### src/core/irq_cfg_pkg.sv
// shared constants for the external interrupt pin and priority configuration block
package irq_cfg_pkg;
  // -------------------------------------------------------------------------
  // special-function register addresses
  // -------------------------------------------------------------------------
  localparam logic [7:0] ADDR_EXT_INT_PIN_CONFIG       = 8'h00_E4;
  localparam logic [7:0] ADDR_EXTENDED_PRIORITY_SECOND = 8'h00_F7;
  localparam logic [7:0] ADDR_PORT_ZERO_SKIP_MASK      = 8'h00_D4;

  // -------------------------------------------------------------------------
  // reset values
  // -------------------------------------------------------------------------
  localparam logic [7:0] RST_EXT_INT_PIN_CONFIG        = 8'h00_00;
  localparam logic [7:0] RST_EXTENDED_PRIORITY_SECOND  = 8'h00_00;
  localparam logic [7:0] RST_PORT_ZERO_SKIP_MASK       = 8'h00_00;
  localparam logic [7:0] READ_UNMAPPED                 = 8'h00_00;

  // -------------------------------------------------------------------------
  // field positions
  // -------------------------------------------------------------------------
  localparam int POS_ONE_POLARITY    = 7;
  localparam int POS_ONE_SEL_HI      = 6;
  localparam int POS_ONE_SEL_LO      = 4;
  localparam int POS_ZERO_POLARITY   = 3;
  localparam int POS_ZERO_SEL_HI     = 2;
  localparam int POS_ZERO_SEL_LO     = 0;
  localparam int POS_SERIAL_TWO_PRIO = 1;
  localparam int POS_BUS_VOLT_PRIO   = 0;
  localparam int PRIO_BITS           = 2;
  localparam int SEL_BITS            = 3;
endpackage : irq_cfg_pkg

### src/core/ext_int_pin_watch.sv
// one external interrupt input: pin selection and polarity
`timescale 1ns/1ns
`default_nettype none
module ext_int_pin_watch #(
  parameter int PINS = 8
) (
  input  wire logic                          clk,
  input  wire logic                          resetn,
  input  wire logic [PINS-1:0]               port_zero_pins,
  input  wire logic [irq_cfg_pkg::SEL_BITS-1:0] pin_select,
  input  wire logic                          polarity,
  output logic                               irq_active,
  output logic                               irq_input_n
);
  typedef struct packed {
    logic active;
    logic level_n;
  } watch_t;

  watch_t state;
  watch_t next_state;
  logic   pin_level;

  // -------------------------------------------------------------------------
  // pin tap and polarity
  // -------------------------------------------------------------------------
  // a read-only tap: no drive back onto the pin, so the crossbar owner is untouched
  always_comb begin
    pin_level           = port_zero_pins[pin_select];
    next_state.active   = (pin_level == polarity);
    next_state.level_n  = ~next_state.active;
  end

  // state register
  always_ff @(posedge clk or negedge resetn) begin
    if (!resetn) begin
      state <= '{active: 1'b0, level_n: 1'b1};
    end else begin
      state <= next_state;
    end
  end

  assign irq_active  = state.active;
  assign irq_input_n = state.level_n;
endmodule : ext_int_pin_watch
`default_nettype wire

### src/core/ext_irq_pin_cfg_priority.sv
// register file and pin routing for external interrupt and priority configuration
`timescale 1ns/1ns
`default_nettype none
// What this block does
// bit 1 of second priority register: serial port two low at 0, high at 1
// bit 0 of second priority register: bus-voltage interrupt low at 0, high at 1
// config bit 7: external interrupt one active low at 0, high at 1
// config bits 6..4 pick port 0 pin for interrupt one; 000,001,010 pins 0..2
// chosen pin is watched regardless of crossbar, never taken over
// crossbar never routes a peripheral onto a skipped pin; here a newly skipped pin stays granted for one cycle after the mask updates
// writing 1 into a skip mask bit marks that pin skipped
// config bit 3: external interrupt zero active low at 0, high at 1
// config bits 2..0 pick port 0 pin for interrupt zero, code equals index
// watching a pin never disturbs the peripheral routed there
// interrupt one codes 011..111 pick pins 3..7, code equals index
module ext_irq_pin_cfg_priority #(
  parameter int PINS = 8
) (
  input  wire logic            clk,
  input  wire logic            resetn,
  // special-function register port
  input  wire logic [7:0]      sfr_addr,
  input  wire logic            sfr_wr,
  input  wire logic [7:0]      sfr_wdata,
  input  wire logic            sfr_rd,
  output logic      [7:0]      sfr_rdata,
  // port 0 pins and crossbar
  input  wire logic [PINS-1:0] port_zero_pins,
  input  wire logic [PINS-1:0] xbar_route_req,
  output logic      [PINS-1:0] xbar_route_grant,
  output logic      [PINS-1:0] port_zero_skip_mask,
  // to interrupt logic
  output logic                 ext_int_zero_input,
  output logic                 ext_int_one_input,
  output logic                 ext_int_zero_active,
  output logic                 ext_int_one_active,
  output logic                 serial_port_two_priority,
  output logic                 bus_voltage_irq_priority
);
  typedef struct packed {
    logic [7:0]      pin_config;
    logic [1:0]      prio;
    logic [PINS-1:0] skip;
    logic [PINS-1:0] grant;
    logic [7:0]      rdata;
  } cfg_state_t;

  cfg_state_t state;
  cfg_state_t next_state;

  // -------------------------------------------------------------------------
  // register decode
  // -------------------------------------------------------------------------
  // pin config holds, high to low: one polarity, one select, zero polarity,
  // zero select; the priority register keeps only its two low bits, and the
  // skip mask is one bit per port 0 pin; unused priority bits are not stored
  // so they read back zero whatever software wrote there
  typedef enum logic [3:0] {
    SEL_NONE       = 4'b0001,
    SEL_PIN_CONFIG = 4'b0010,
    SEL_PRIORITY   = 4'b0100,
    SEL_SKIP       = 4'b1000
  } reg_sel_t;

  reg_sel_t                         reg_sel;
  logic [irq_cfg_pkg::SEL_BITS-1:0] zero_pin_select;
  logic [irq_cfg_pkg::SEL_BITS-1:0] one_pin_select;
  logic                             zero_polarity;
  logic                             one_polarity;

  // -------------------------------------------------------------------------
  // helpers
  // -------------------------------------------------------------------------
  // skip mask widened or cut to one register byte for readback
  function automatic logic [7:0] to_byte(input logic [PINS-1:0] v);
    logic [7:0] b;
    b = '0;
    for (int i = 0; i < PINS && i < 8; i++) begin
      b[i] = v[i];
    end
    return b;
  endfunction : to_byte

  function automatic logic [PINS-1:0] from_byte(input logic [7:0] b);
    logic [PINS-1:0] v;
    v = '0;
    for (int i = 0; i < PINS && i < 8; i++) begin
      v[i] = b[i];
    end
    return v;
  endfunction : from_byte

  // one address decode shared by writes and reads so the two maps cannot drift
  function automatic reg_sel_t decode_addr(input logic [7:0] a);
    reg_sel_t s;
    unique case (a)
      irq_cfg_pkg::ADDR_EXT_INT_PIN_CONFIG:       s = SEL_PIN_CONFIG;
      irq_cfg_pkg::ADDR_EXTENDED_PRIORITY_SECOND: s = SEL_PRIORITY;
      irq_cfg_pkg::ADDR_PORT_ZERO_SKIP_MASK:      s = SEL_SKIP;
      default:                                    s = SEL_NONE;
    endcase
    return s;
  endfunction : decode_addr

  // pin select field of one interrupt, starting at the given low bit
  function automatic logic [irq_cfg_pkg::SEL_BITS-1:0] select_field(input logic [7:0] cfg,
                                                                     input int         lo);
    logic [irq_cfg_pkg::SEL_BITS-1:0] f;
    f = '0;
    for (int i = 0; i < irq_cfg_pkg::SEL_BITS; i++) begin
      f[i] = cfg[lo + i];
    end
    return f;
  endfunction : select_field

  // polarity bit of one interrupt: 0 active low, 1 active high
  function automatic logic polarity_bit(input logic [7:0] cfg, input int pos);
    return cfg[pos];
  endfunction : polarity_bit

  // -------------------------------------------------------------------------
  // field taps
  // -------------------------------------------------------------------------
  // decoded once here and shared by the write path, the read path and the watchers
  assign reg_sel         = decode_addr(sfr_addr);
  assign zero_pin_select = select_field(state.pin_config, irq_cfg_pkg::POS_ZERO_SEL_LO);
  assign one_pin_select  = select_field(state.pin_config, irq_cfg_pkg::POS_ONE_SEL_LO);
  assign zero_polarity   = polarity_bit(state.pin_config, irq_cfg_pkg::POS_ZERO_POLARITY);
  assign one_polarity    = polarity_bit(state.pin_config, irq_cfg_pkg::POS_ONE_POLARITY);

  // -------------------------------------------------------------------------
  // register writes, reads and crossbar gating
  // -------------------------------------------------------------------------
  // reads answer one cycle after the strobe; unused priority bits read zero
  always_comb begin
    next_state = state;
    if (sfr_wr) begin
      unique case (reg_sel)
        SEL_PIN_CONFIG: begin
          next_state.pin_config = sfr_wdata;
        end
        SEL_PRIORITY: begin
          next_state.prio = sfr_wdata[irq_cfg_pkg::PRIO_BITS-1:0];
        end
        SEL_SKIP: begin
          next_state.skip = from_byte(sfr_wdata);
        end
        default: begin
          next_state.skip = state.skip;  // unmapped writes are dropped
        end
      endcase
    end
    // a read replaces the held data; without a strobe the bus keeps the last answer
    if (sfr_rd) begin
      unique case (reg_sel)
        SEL_PIN_CONFIG: begin
          next_state.rdata = state.pin_config;
        end
        SEL_PRIORITY: begin
          next_state.rdata = {6'b00_0000, state.prio};
        end
        SEL_SKIP: begin
          next_state.rdata = to_byte(state.skip);
        end
        default: begin
          next_state.rdata = irq_cfg_pkg::READ_UNMAPPED;
        end
      endcase
    end
    // skipped pins are withheld from peripherals so the interrupt tap owns them
    next_state.grant = xbar_route_req & ~state.skip;
  end

  // state register
  always_ff @(posedge clk or negedge resetn) begin
    if (!resetn) begin
      state <= '{pin_config: irq_cfg_pkg::RST_EXT_INT_PIN_CONFIG,
                 prio:       irq_cfg_pkg::RST_EXTENDED_PRIORITY_SECOND[1:0],
                 skip:       from_byte(irq_cfg_pkg::RST_PORT_ZERO_SKIP_MASK),
                 grant:      '0,
                 rdata:      irq_cfg_pkg::READ_UNMAPPED};
    end else begin
      state <= next_state;
    end
  end

  // -------------------------------------------------------------------------
  // pin watchers
  // -------------------------------------------------------------------------
  // input-only taps on the port: selection does not alter crossbar routing
  // both interrupts may watch the same pin; each tap only reads it
  ext_int_pin_watch #(.PINS(PINS)) u_watch_zero (
    .clk            (clk),
    .resetn         (resetn),
    .port_zero_pins (port_zero_pins),
    .pin_select     (zero_pin_select),
    .polarity       (zero_polarity),
    .irq_active     (ext_int_zero_active),
    .irq_input_n    (ext_int_zero_input)
  );

  ext_int_pin_watch #(.PINS(PINS)) u_watch_one (
    .clk            (clk),
    .resetn         (resetn),
    .port_zero_pins (port_zero_pins),
    .pin_select     (one_pin_select),
    .polarity       (one_polarity),
    .irq_active     (ext_int_one_active),
    .irq_input_n    (ext_int_one_input)
  );

  // -------------------------------------------------------------------------
  // registered outputs
  // -------------------------------------------------------------------------
  // bus and crossbar side, straight from the state register
  assign sfr_rdata                = state.rdata;
  assign xbar_route_grant         = state.grant;
  assign port_zero_skip_mask      = state.skip;

  // priority levels handed to the interrupt resolver
  assign serial_port_two_priority = state.prio[irq_cfg_pkg::POS_SERIAL_TWO_PRIO];
  assign bus_voltage_irq_priority = state.prio[irq_cfg_pkg::POS_BUS_VOLT_PRIO];
endmodule : ext_irq_pin_cfg_priority
`default_nettype wire

### config.mk
export PLATFORM = sky130hd
export DESIGN_NAME = ext_irq_pin_cfg_priority
export DESIGN_NICKNAME = d
export VERILOG_FILES = /design/src/core/irq_cfg_pkg.sv /design/src/core/ext_int_pin_watch.sv /design/src/core/ext_irq_pin_cfg_priority.sv
export SDC_FILE = /design/constraint.sdc
export NUM_CORES = 1
export LEC_CHECK = 0
export ABC_AREA = 1
export BUFFER_PORTS_ARGS = -buffer_cell sky130_fd_sc_hd__buf_2
export CAP_MARGIN = 15
export CORE_ASPECT_RATIO = 2
export CORE_UTILIZATION = 50
export CTS_CLUSTER_DIAMETER = 200
export DETAILED_ROUTE_END_ITERATION = 16
export GPL_TIMING_DRIVEN = 0
export PLACE_DENSITY_LB_ADDON = 0.2
export SLEW_MARGIN = 20
export SYNTH_ARGS = -nofsm -noshare
export SYNTH_HDL_FRONTEND = slang
export SYNTH_HIERARCHICAL = 1
export SYNTH_SLANG_ARGS = --single-unit
### constraint.sdc
create_clock -name clk -period 1.3 [get_ports clk]
set_clock_uncertainty 0.2 [all_clocks]
set_input_delay 0.065 -clock clk [delete_from_list [all_inputs] [get_ports clk]]
set_output_delay 0.065 -clock clk [all_outputs]
set_load 0.01 [all_outputs]
==> impl_metrics.yaml, run 1 <==
pwr:
  leakagePower_uw: 0.00161
  p_int_uw: 1930
  total_power_uw: 2610
  switching_power_uw: 687
  clkPwrFrac_pct: 31.0
  p_sw_share_pct: 26.3
  seqPwrFrac_pct: 50.5
  ir_worst_vdd_mv: 0.930
  pwr-share-comb_pct: 18.6
  p_per_area_mw_per_mm2: 935
sta:
  whs_ps: 12.1
  rsz0062_at_grt: "yes"
  slew_headroom_pct: 66.3
  max_freq_mhz: 797
  fin_tns_setup_ps: 0
  hold_viol: 0
  setup_violations: 0
  tightestPinTransition_ps: 506
  slew_violations: 0
  fin_crit_sh_pct: 96.5
  min_period_ps: 1250
cts:
  cts_sinks: 38
  cts_buffers: 5
  clockBufferDepth: 2
  root_buffer: "clkbuf_8"
  htree_levels: 2
  path_clk_slew_ps: 70
  tritoncts: "done"
  clk_latency_ps: 290
worst_setup_path:
  crit_start: "port_zero_skip_mask[6]$_DFFE_PN0P_"
  cp.depth: 2
  reg2reg_from: "state[26]$_DFFE_PN0P_"
  crit_end: "port_zero_skip_mask[6]"
  reg2reg_slack_ps: 60
  cp_data_required_time_ps: 1030
  reg2reg_to: "u_watch_zero/irq_active$_DFF_PN0_"
  cp_max_fo: 4
  path_class: "reg -> out"
  worst-path-buf-inv: 2
  reg2regPathDepth: 6
  start_kind: "register"
  slowest_stage: "dfrtp_1"
  crit_arrival_ps: 990
  max_stage_delay_ps: 430
  cpLargestDelayFamily: "flip-flops"
  endpoint_kind: "primary output"
  cp_cell_sequence: "buf_4 > buf_2"
worst_hold_path:
  hold_path.class: "in -> reg"
  min_path_cells: 6
logic_synthesis:
  synth_flop_cell: "dfrtp_1"
  synthesis.nets: 286
  synth_edf_count: 0
  seq_area_frac_synth_pct: 46.4
  yosysTopAreaCellShare_pct: 43.9
  synth_top_cell_by_area: "dfrtp_1"
  synth_area_mm2: 0.00205
  postSynthAreaPerCell_um2: 8.21
  synth_async_sr_flop_share_pct: 100
  synth.most_common_cell: "nand2_1"
  synth_commonest_cells: "nand2_1 (77), dfrtp_1 (36), inv_1 (29)"
  yosys-top-cells-area: "dfrtp_1 (44%), nand2_1 (14%), buf_4 (9.1%)"
  synth_cell_type_count: 18
  syn-instance-count: 250
  ys_warn_count: 6
  synth_seq_cells: 38
cells_and_area:
  syn_to_final_growth_pct: 36.1
  nNetsFinal: 379
  layout-drive-gt1-share_pct: 38.7
  multiInputGateArea_um2: 812
  fill_cells: 316
  diodes: 0
  seqCellArea_um2: 957
  final_util_pct: 72.0
routing:
  antenna_left: 0
  drc: 0
  via_per_inst: 4.64
  wl_um: 4600
  drt_iter0_markers: 27
  dr.pass1.iters: 4
  wire_per_inst_um: 11.7
  vias: 1833
floorplan:
  die_w_um: 47.3
  core.rowCount: 32
  ios: 66
  die_height_um: 92.6
  initial_utilization_pct: 52.9
  die_area_mm2: 0.00438
  core_area_mm2: 0.00388
grt:
  grt_usage_pct: 24.5
  grt_start_max_net_pins: 39
  antenna_found_initial: 0
  grt_pass1_vias: 1786
  grt_pass1_wl_um: 7560
  grt-ovfl-total: 0
placement:
  gp_congestion: 0.904
  dp_hpwl_um: 3340
  io_buffers: 64
job:
  max-cap-violations: 0
outcome:
  status: "complete, no violations"
[power by group through the flow]
stage | registers (µW) | logic, µW | clock network [µW]
2_1_floorplan | 1340 | 230 | 0
3_3_place_gp | 1340 | 397 | 0
3_5_place_dp | 1340 | 407 | 0
4_1_cts | 1320 | 456 | 833
5_1_grt | 1330 | 538 | 864
6_report | 1320 | 485 | 810
[through the flow]
step | cells | setup slack (ps) | cell area, µm²
after floorplan | 250 | 157 | 2050
after global placement | 365 | 9.54 | 2440
after detailed placement | 365 | -10.7 | 2440
after CTS | 394 | 25.8 | 2740
after global routing | 395 | -13.7 | 2800
final | 395 | 45.1 | 2800
[worst min-delay path by stage]
| stage | slack (ps) | start | endpoint |
|---|---|---|---|
| 2_1_floorplan | -430 | resetn | bus_voltage_irq_priority$_DFFE_PN0P_ |
| 3_3_place_gp | 5 | resetn | xbar_route_grant[1]$_DFF_PN0_ |
| 3_5_place_dp | 6 | resetn | xbar_route_grant[1]$_DFF_PN0_ |
| 4_1_cts | 20 | port_zero_pins[5] | u_watch_one/irq_input_n$_DFF_PN1_ |
| 5_1_grt | 50 | port_zero_pins[6] | u_watch_zero/irq_input_n$_DFF_PN1_ |
| 6_report | 10 | port_zero_pins[6] | u_watch_zero/irq_input_n$_DFF_PN1_ |
[timing repair]
| action | 4_1_cts | 5_1_grt |
|---|---|---|
| setup buffers | 0 | 1 |
| pin swaps | 0 | 3 |
| resized for setup | 1 | 11 |
| setup endpoints to repair | 1 | 40 |
| hold buffers | 21 | 0 |
| endpoints found under the hold margin | 71 | 0 |
[sequential cells by signal, summed over array words and instances (netlist names)]
| register | count |
|---|---|
| port_zero_skip_mask | 8 |
| sfr_rdata | 8 |
| xbar_route_grant | 8 |
| state | 4 |
| one_pin_select | 3 |
| bus_voltage_irq_priority | 1 |
| one_polarity | 1 |
| serial_port_two_priority | 1 |
| u_watch_one/irq_active | 1 |
| u_watch_one/irq_input_n | 1 |
| u_watch_zero/irq_active | 1 |
| u_watch_zero/irq_input_n | 1 |
[cell families after synthesis]
kind of cell           count (synthesis)  synth area share [%]
AO/OA/AOI/OAI                         24                  7.07
buffers and inverters                 59                  16.1
flip-flops                            38                  46.4
AND/OR/NAND/NOR                      129                  30.4
[placed cells by master (no fill, tap or decap), drive strengths merged]
| cell | n |
|---|---|
| buf | 91 |
| clkbuf | 9 |
| clkinv | 1 |
| dfrtp | 36 |
| dfstp | 2 |
| dlygate4sd3 | 21 |
| inv | 31 |
| nand2 | 83 |
| nand3 | 31 |
| nor2 | 15 |
| o21a | 4 |
| o21ai | 20 |
[final cells by class]
class	instances	area share [%]
Buffer	28	7.65
Timing Repair Buffer	86	19.3
Multi-Input combinational cell	153	29.1
Tap cell	51	2.28
Clock inverter	1	0.179
Clock buffer	7	3.09
Inverter	31	4.16
Sequential cell	38	34.2
[metal layers]
layer | global-route usage [%] | vias to the layer above | wire length, µm
met5 | 0 | - | 0
met4 | 11.4 | 0 | 153
met3 | 4.48 | 11 | 153
met2 | 44.7 | 49 | 2770
met1 | 24.1 | 832 | 1530
li1 | - | 941 | -
[worst register-to-register path: cells and delay by family (launching register included)]
| kind | cells | cell delay (ps) |
|---|---|---|
| buffers and inverters | 1 | 110 |
| flip-flops | 1 | 460 |
| AND/OR/NAND/NOR | 5 | 350 |
No activity file was read; power rests on OpenSTA's default activity.
==> run 2: changes to the inputs <==
Settings changed: BUFFER_PORTS_ARGS -buffer_cell sky130_fd_sc_hd__buf_2 to -buffer_cell sky130_fd_sc_hd__buf_4, CORE_UTILIZATION 50 to 45.
==> run 2 against run 1 <==
Compared with the run above:
- setup slack worse by 0.98 ps
- combinational power grew 7.6%
- clock power increased by 46%
- first-iteration DRC count is 37% higher
- via count is 0.71% lower
- critical path depth did not move
- largest power group unchanged
==> impl_metrics.yaml, run 2 (synthesis results as in run 1) <==
pwr:
  ir_worst_vdd_mv: 0.678
  leakagePower_uw: 0.00167
  p_per_area_mw_per_mm2: 1020
worst_setup_path:
  path_class: "reg -> out"
  reg2reg_from: "state[26]$_DFFE_PN0P_"
  cp_data_required_time_ps: 1030
  crit_start: "port_zero_skip_mask[5]$_DFFE_PN0P_"
  endpoint_kind: "primary output"
  crit_top_cell: "buf_4"
  start_kind: "register"
  slowest_stage: "dfrtp_1"
  crit_arrival_ps: 990
  cp_max_fo: 4
  max_stage_delay_ps: 420
  cp_cell_sequence: "buf_4 > buf_4"
routing:
  via_per_inst: 4.57
  drc: 0
  wl_um: 4540
  drt_iter0_markers: 37
  antenna_left: 0
  dr.pass1.iters: 4
  wire_per_inst_um: 11.4
  vias: 1820
worst_hold_path:
  hp-start: "port_zero_pins[6]"
  hold_path.class: "in -> reg"
sta:
  setup_ws_ps: 44.1
  hold_viol: 0
  fin_tns_setup_ps: 0
  whs_ps: 11.9
  setup_violations: 0
  max_freq_mhz: 796
  slew_headroom_pct: 68.8
  rsz0062_at_grt: "yes"
  fin_crit_sh_pct: 96.6
  tightestPinTransition_ps: 468
  slew_violations: 0
  min_period_ps: 1260
floorplan:
  die_height_um: 97.5
  die_w_um: 49.8
  initial_utilization_pct: 46.9
  ios: 66
  core.rowCount: 34
  core_area_mm2: 0.00438
  die_area_mm2: 0.00485
placement:
  placed_area_mm2: 0.00260
  gp_congestion: 0.895
  dp_hpwl_um: 3410
  io_buffers: 64
  pre_cts_ws_ps: -19.3
grt:
  grt_pass1_vias: 1758
  grt_pass1_wl_um: 7450
  grt_start_max_net_pins: 39
  grt-ovfl-total: 0
  grt_usage_pct: 20.3
  antenna_found_initial: 0
cells_and_area:
  syn_to_final_growth_pct: 44.6
  mostFrequentLayoutCells: "buf_4 (91), nand2_1 (77), dfrtp_1 (33), inv_1 (29), nand3_1 (24)"
  final_common_cell: "buf_4"
  final_area_mm2: 0.00297
  nNetsFinal: 379
  diodes: 0
  layout-drive-gt1-share_pct: 37.8
cts:
  clk_latency_ps: 290
  tritoncts: "done"
  path_clk_slew_ps: 80
  clockBufferDepth: 2
  cts_sinks: 38
  root_buffer: "clkbuf_8"
  cts_buffers: 5
  htree_levels: 2
outcome:
  status: "complete, no violations"
job:
  max-cap-violations: 0
==> run 2: cell count changes in the layout (fill, tap and decap cells not counted), sizes merged <==
cell	before	now
bufinv	0	2
clkbuf	9	5
buf	91	93
==> run 2: critical path, delay by kind of cell, from the launching register on <==
kind	cells	cell delay [ps]
flops	1	420
buf+inv	2	280
==> run 2: per-layer routing <==
| metal | global-route usage (%) | wire length (µm) | vias up |
|---|---|---|---|
| li1 | - | - | 935 |
| met2 | 39.6 | 2720 | 50 |
| met3 | 2.82 | 144 | 9 |
| met5 | 0 | 0 | - |
| met1 | 20.4 | 1580 | 826 |
| met4 | 7.91 | 95 | 0 |
==> run 2: final cells by class <==
class,count,area (µm²)
Fill cell,395,1410
Sequential cell,38,957
Multi-Input combinational cell,153,774
Timing Repair Buffer,87,706
Buffer,27,210
Inverter,31,116
Clock buffer,5,68.8
Clock inverter,3,68.8
Tap cell,54,67.6
==> run 2: where the power goes <==
group / total (µW) / leakage (µW) / switching [µW] / internal, µW
combinational: 522 / 0.00113 / 238 / 284
clock: 1180 / 0.0000683 / 412 / 769
sequential: 1320 / 0.000469 / 56.8 / 1260
total: 3020 / 0.00167 / 706 / 2320
==> run 2: final timing paths <==
path	to	slack, ps	depth (start not counted)
worst min register to register	xbar_route_grant[7]$_DFF_PN0_	260	1
worst min-delay path	u_watch_one/irq_input_n$_DFF_PN1_	10	6
max in group asynchronous	u_watch_zero/irq_input_n$_DFF_PN1_	470	2
min in group asynchronous	xbar_route_grant[5]$_DFF_PN0_	60	2
worst max-delay path	port_zero_skip_mask[5]	40	2
worst max register to register	u_watch_zero/irq_active$_DFF_PN0_	60	6
==> run 2: timing repair <==
action | CTS | global route
resized for setup | 0 | 4
endpoints found under the hold margin | 73 | 0
setup buffers | 0 | 2
setup endpoints to repair | 0 | 13
hold buffers | 21 | 0
==> run 2: stage by stage <==
stage / cells / total power (µW) / utilization [%]
2_1_floorplan: 250 / 1570 / -
6_report: 398 / 3020 / 67.8
3_5_place_dp: 368 / 1810 / 59.4
3_3_place_gp: 368 / 1800 / 59.4
5_1_grt: 398 / 3150 / 67.8
4_1_cts: 397 / 3040 / 67.3
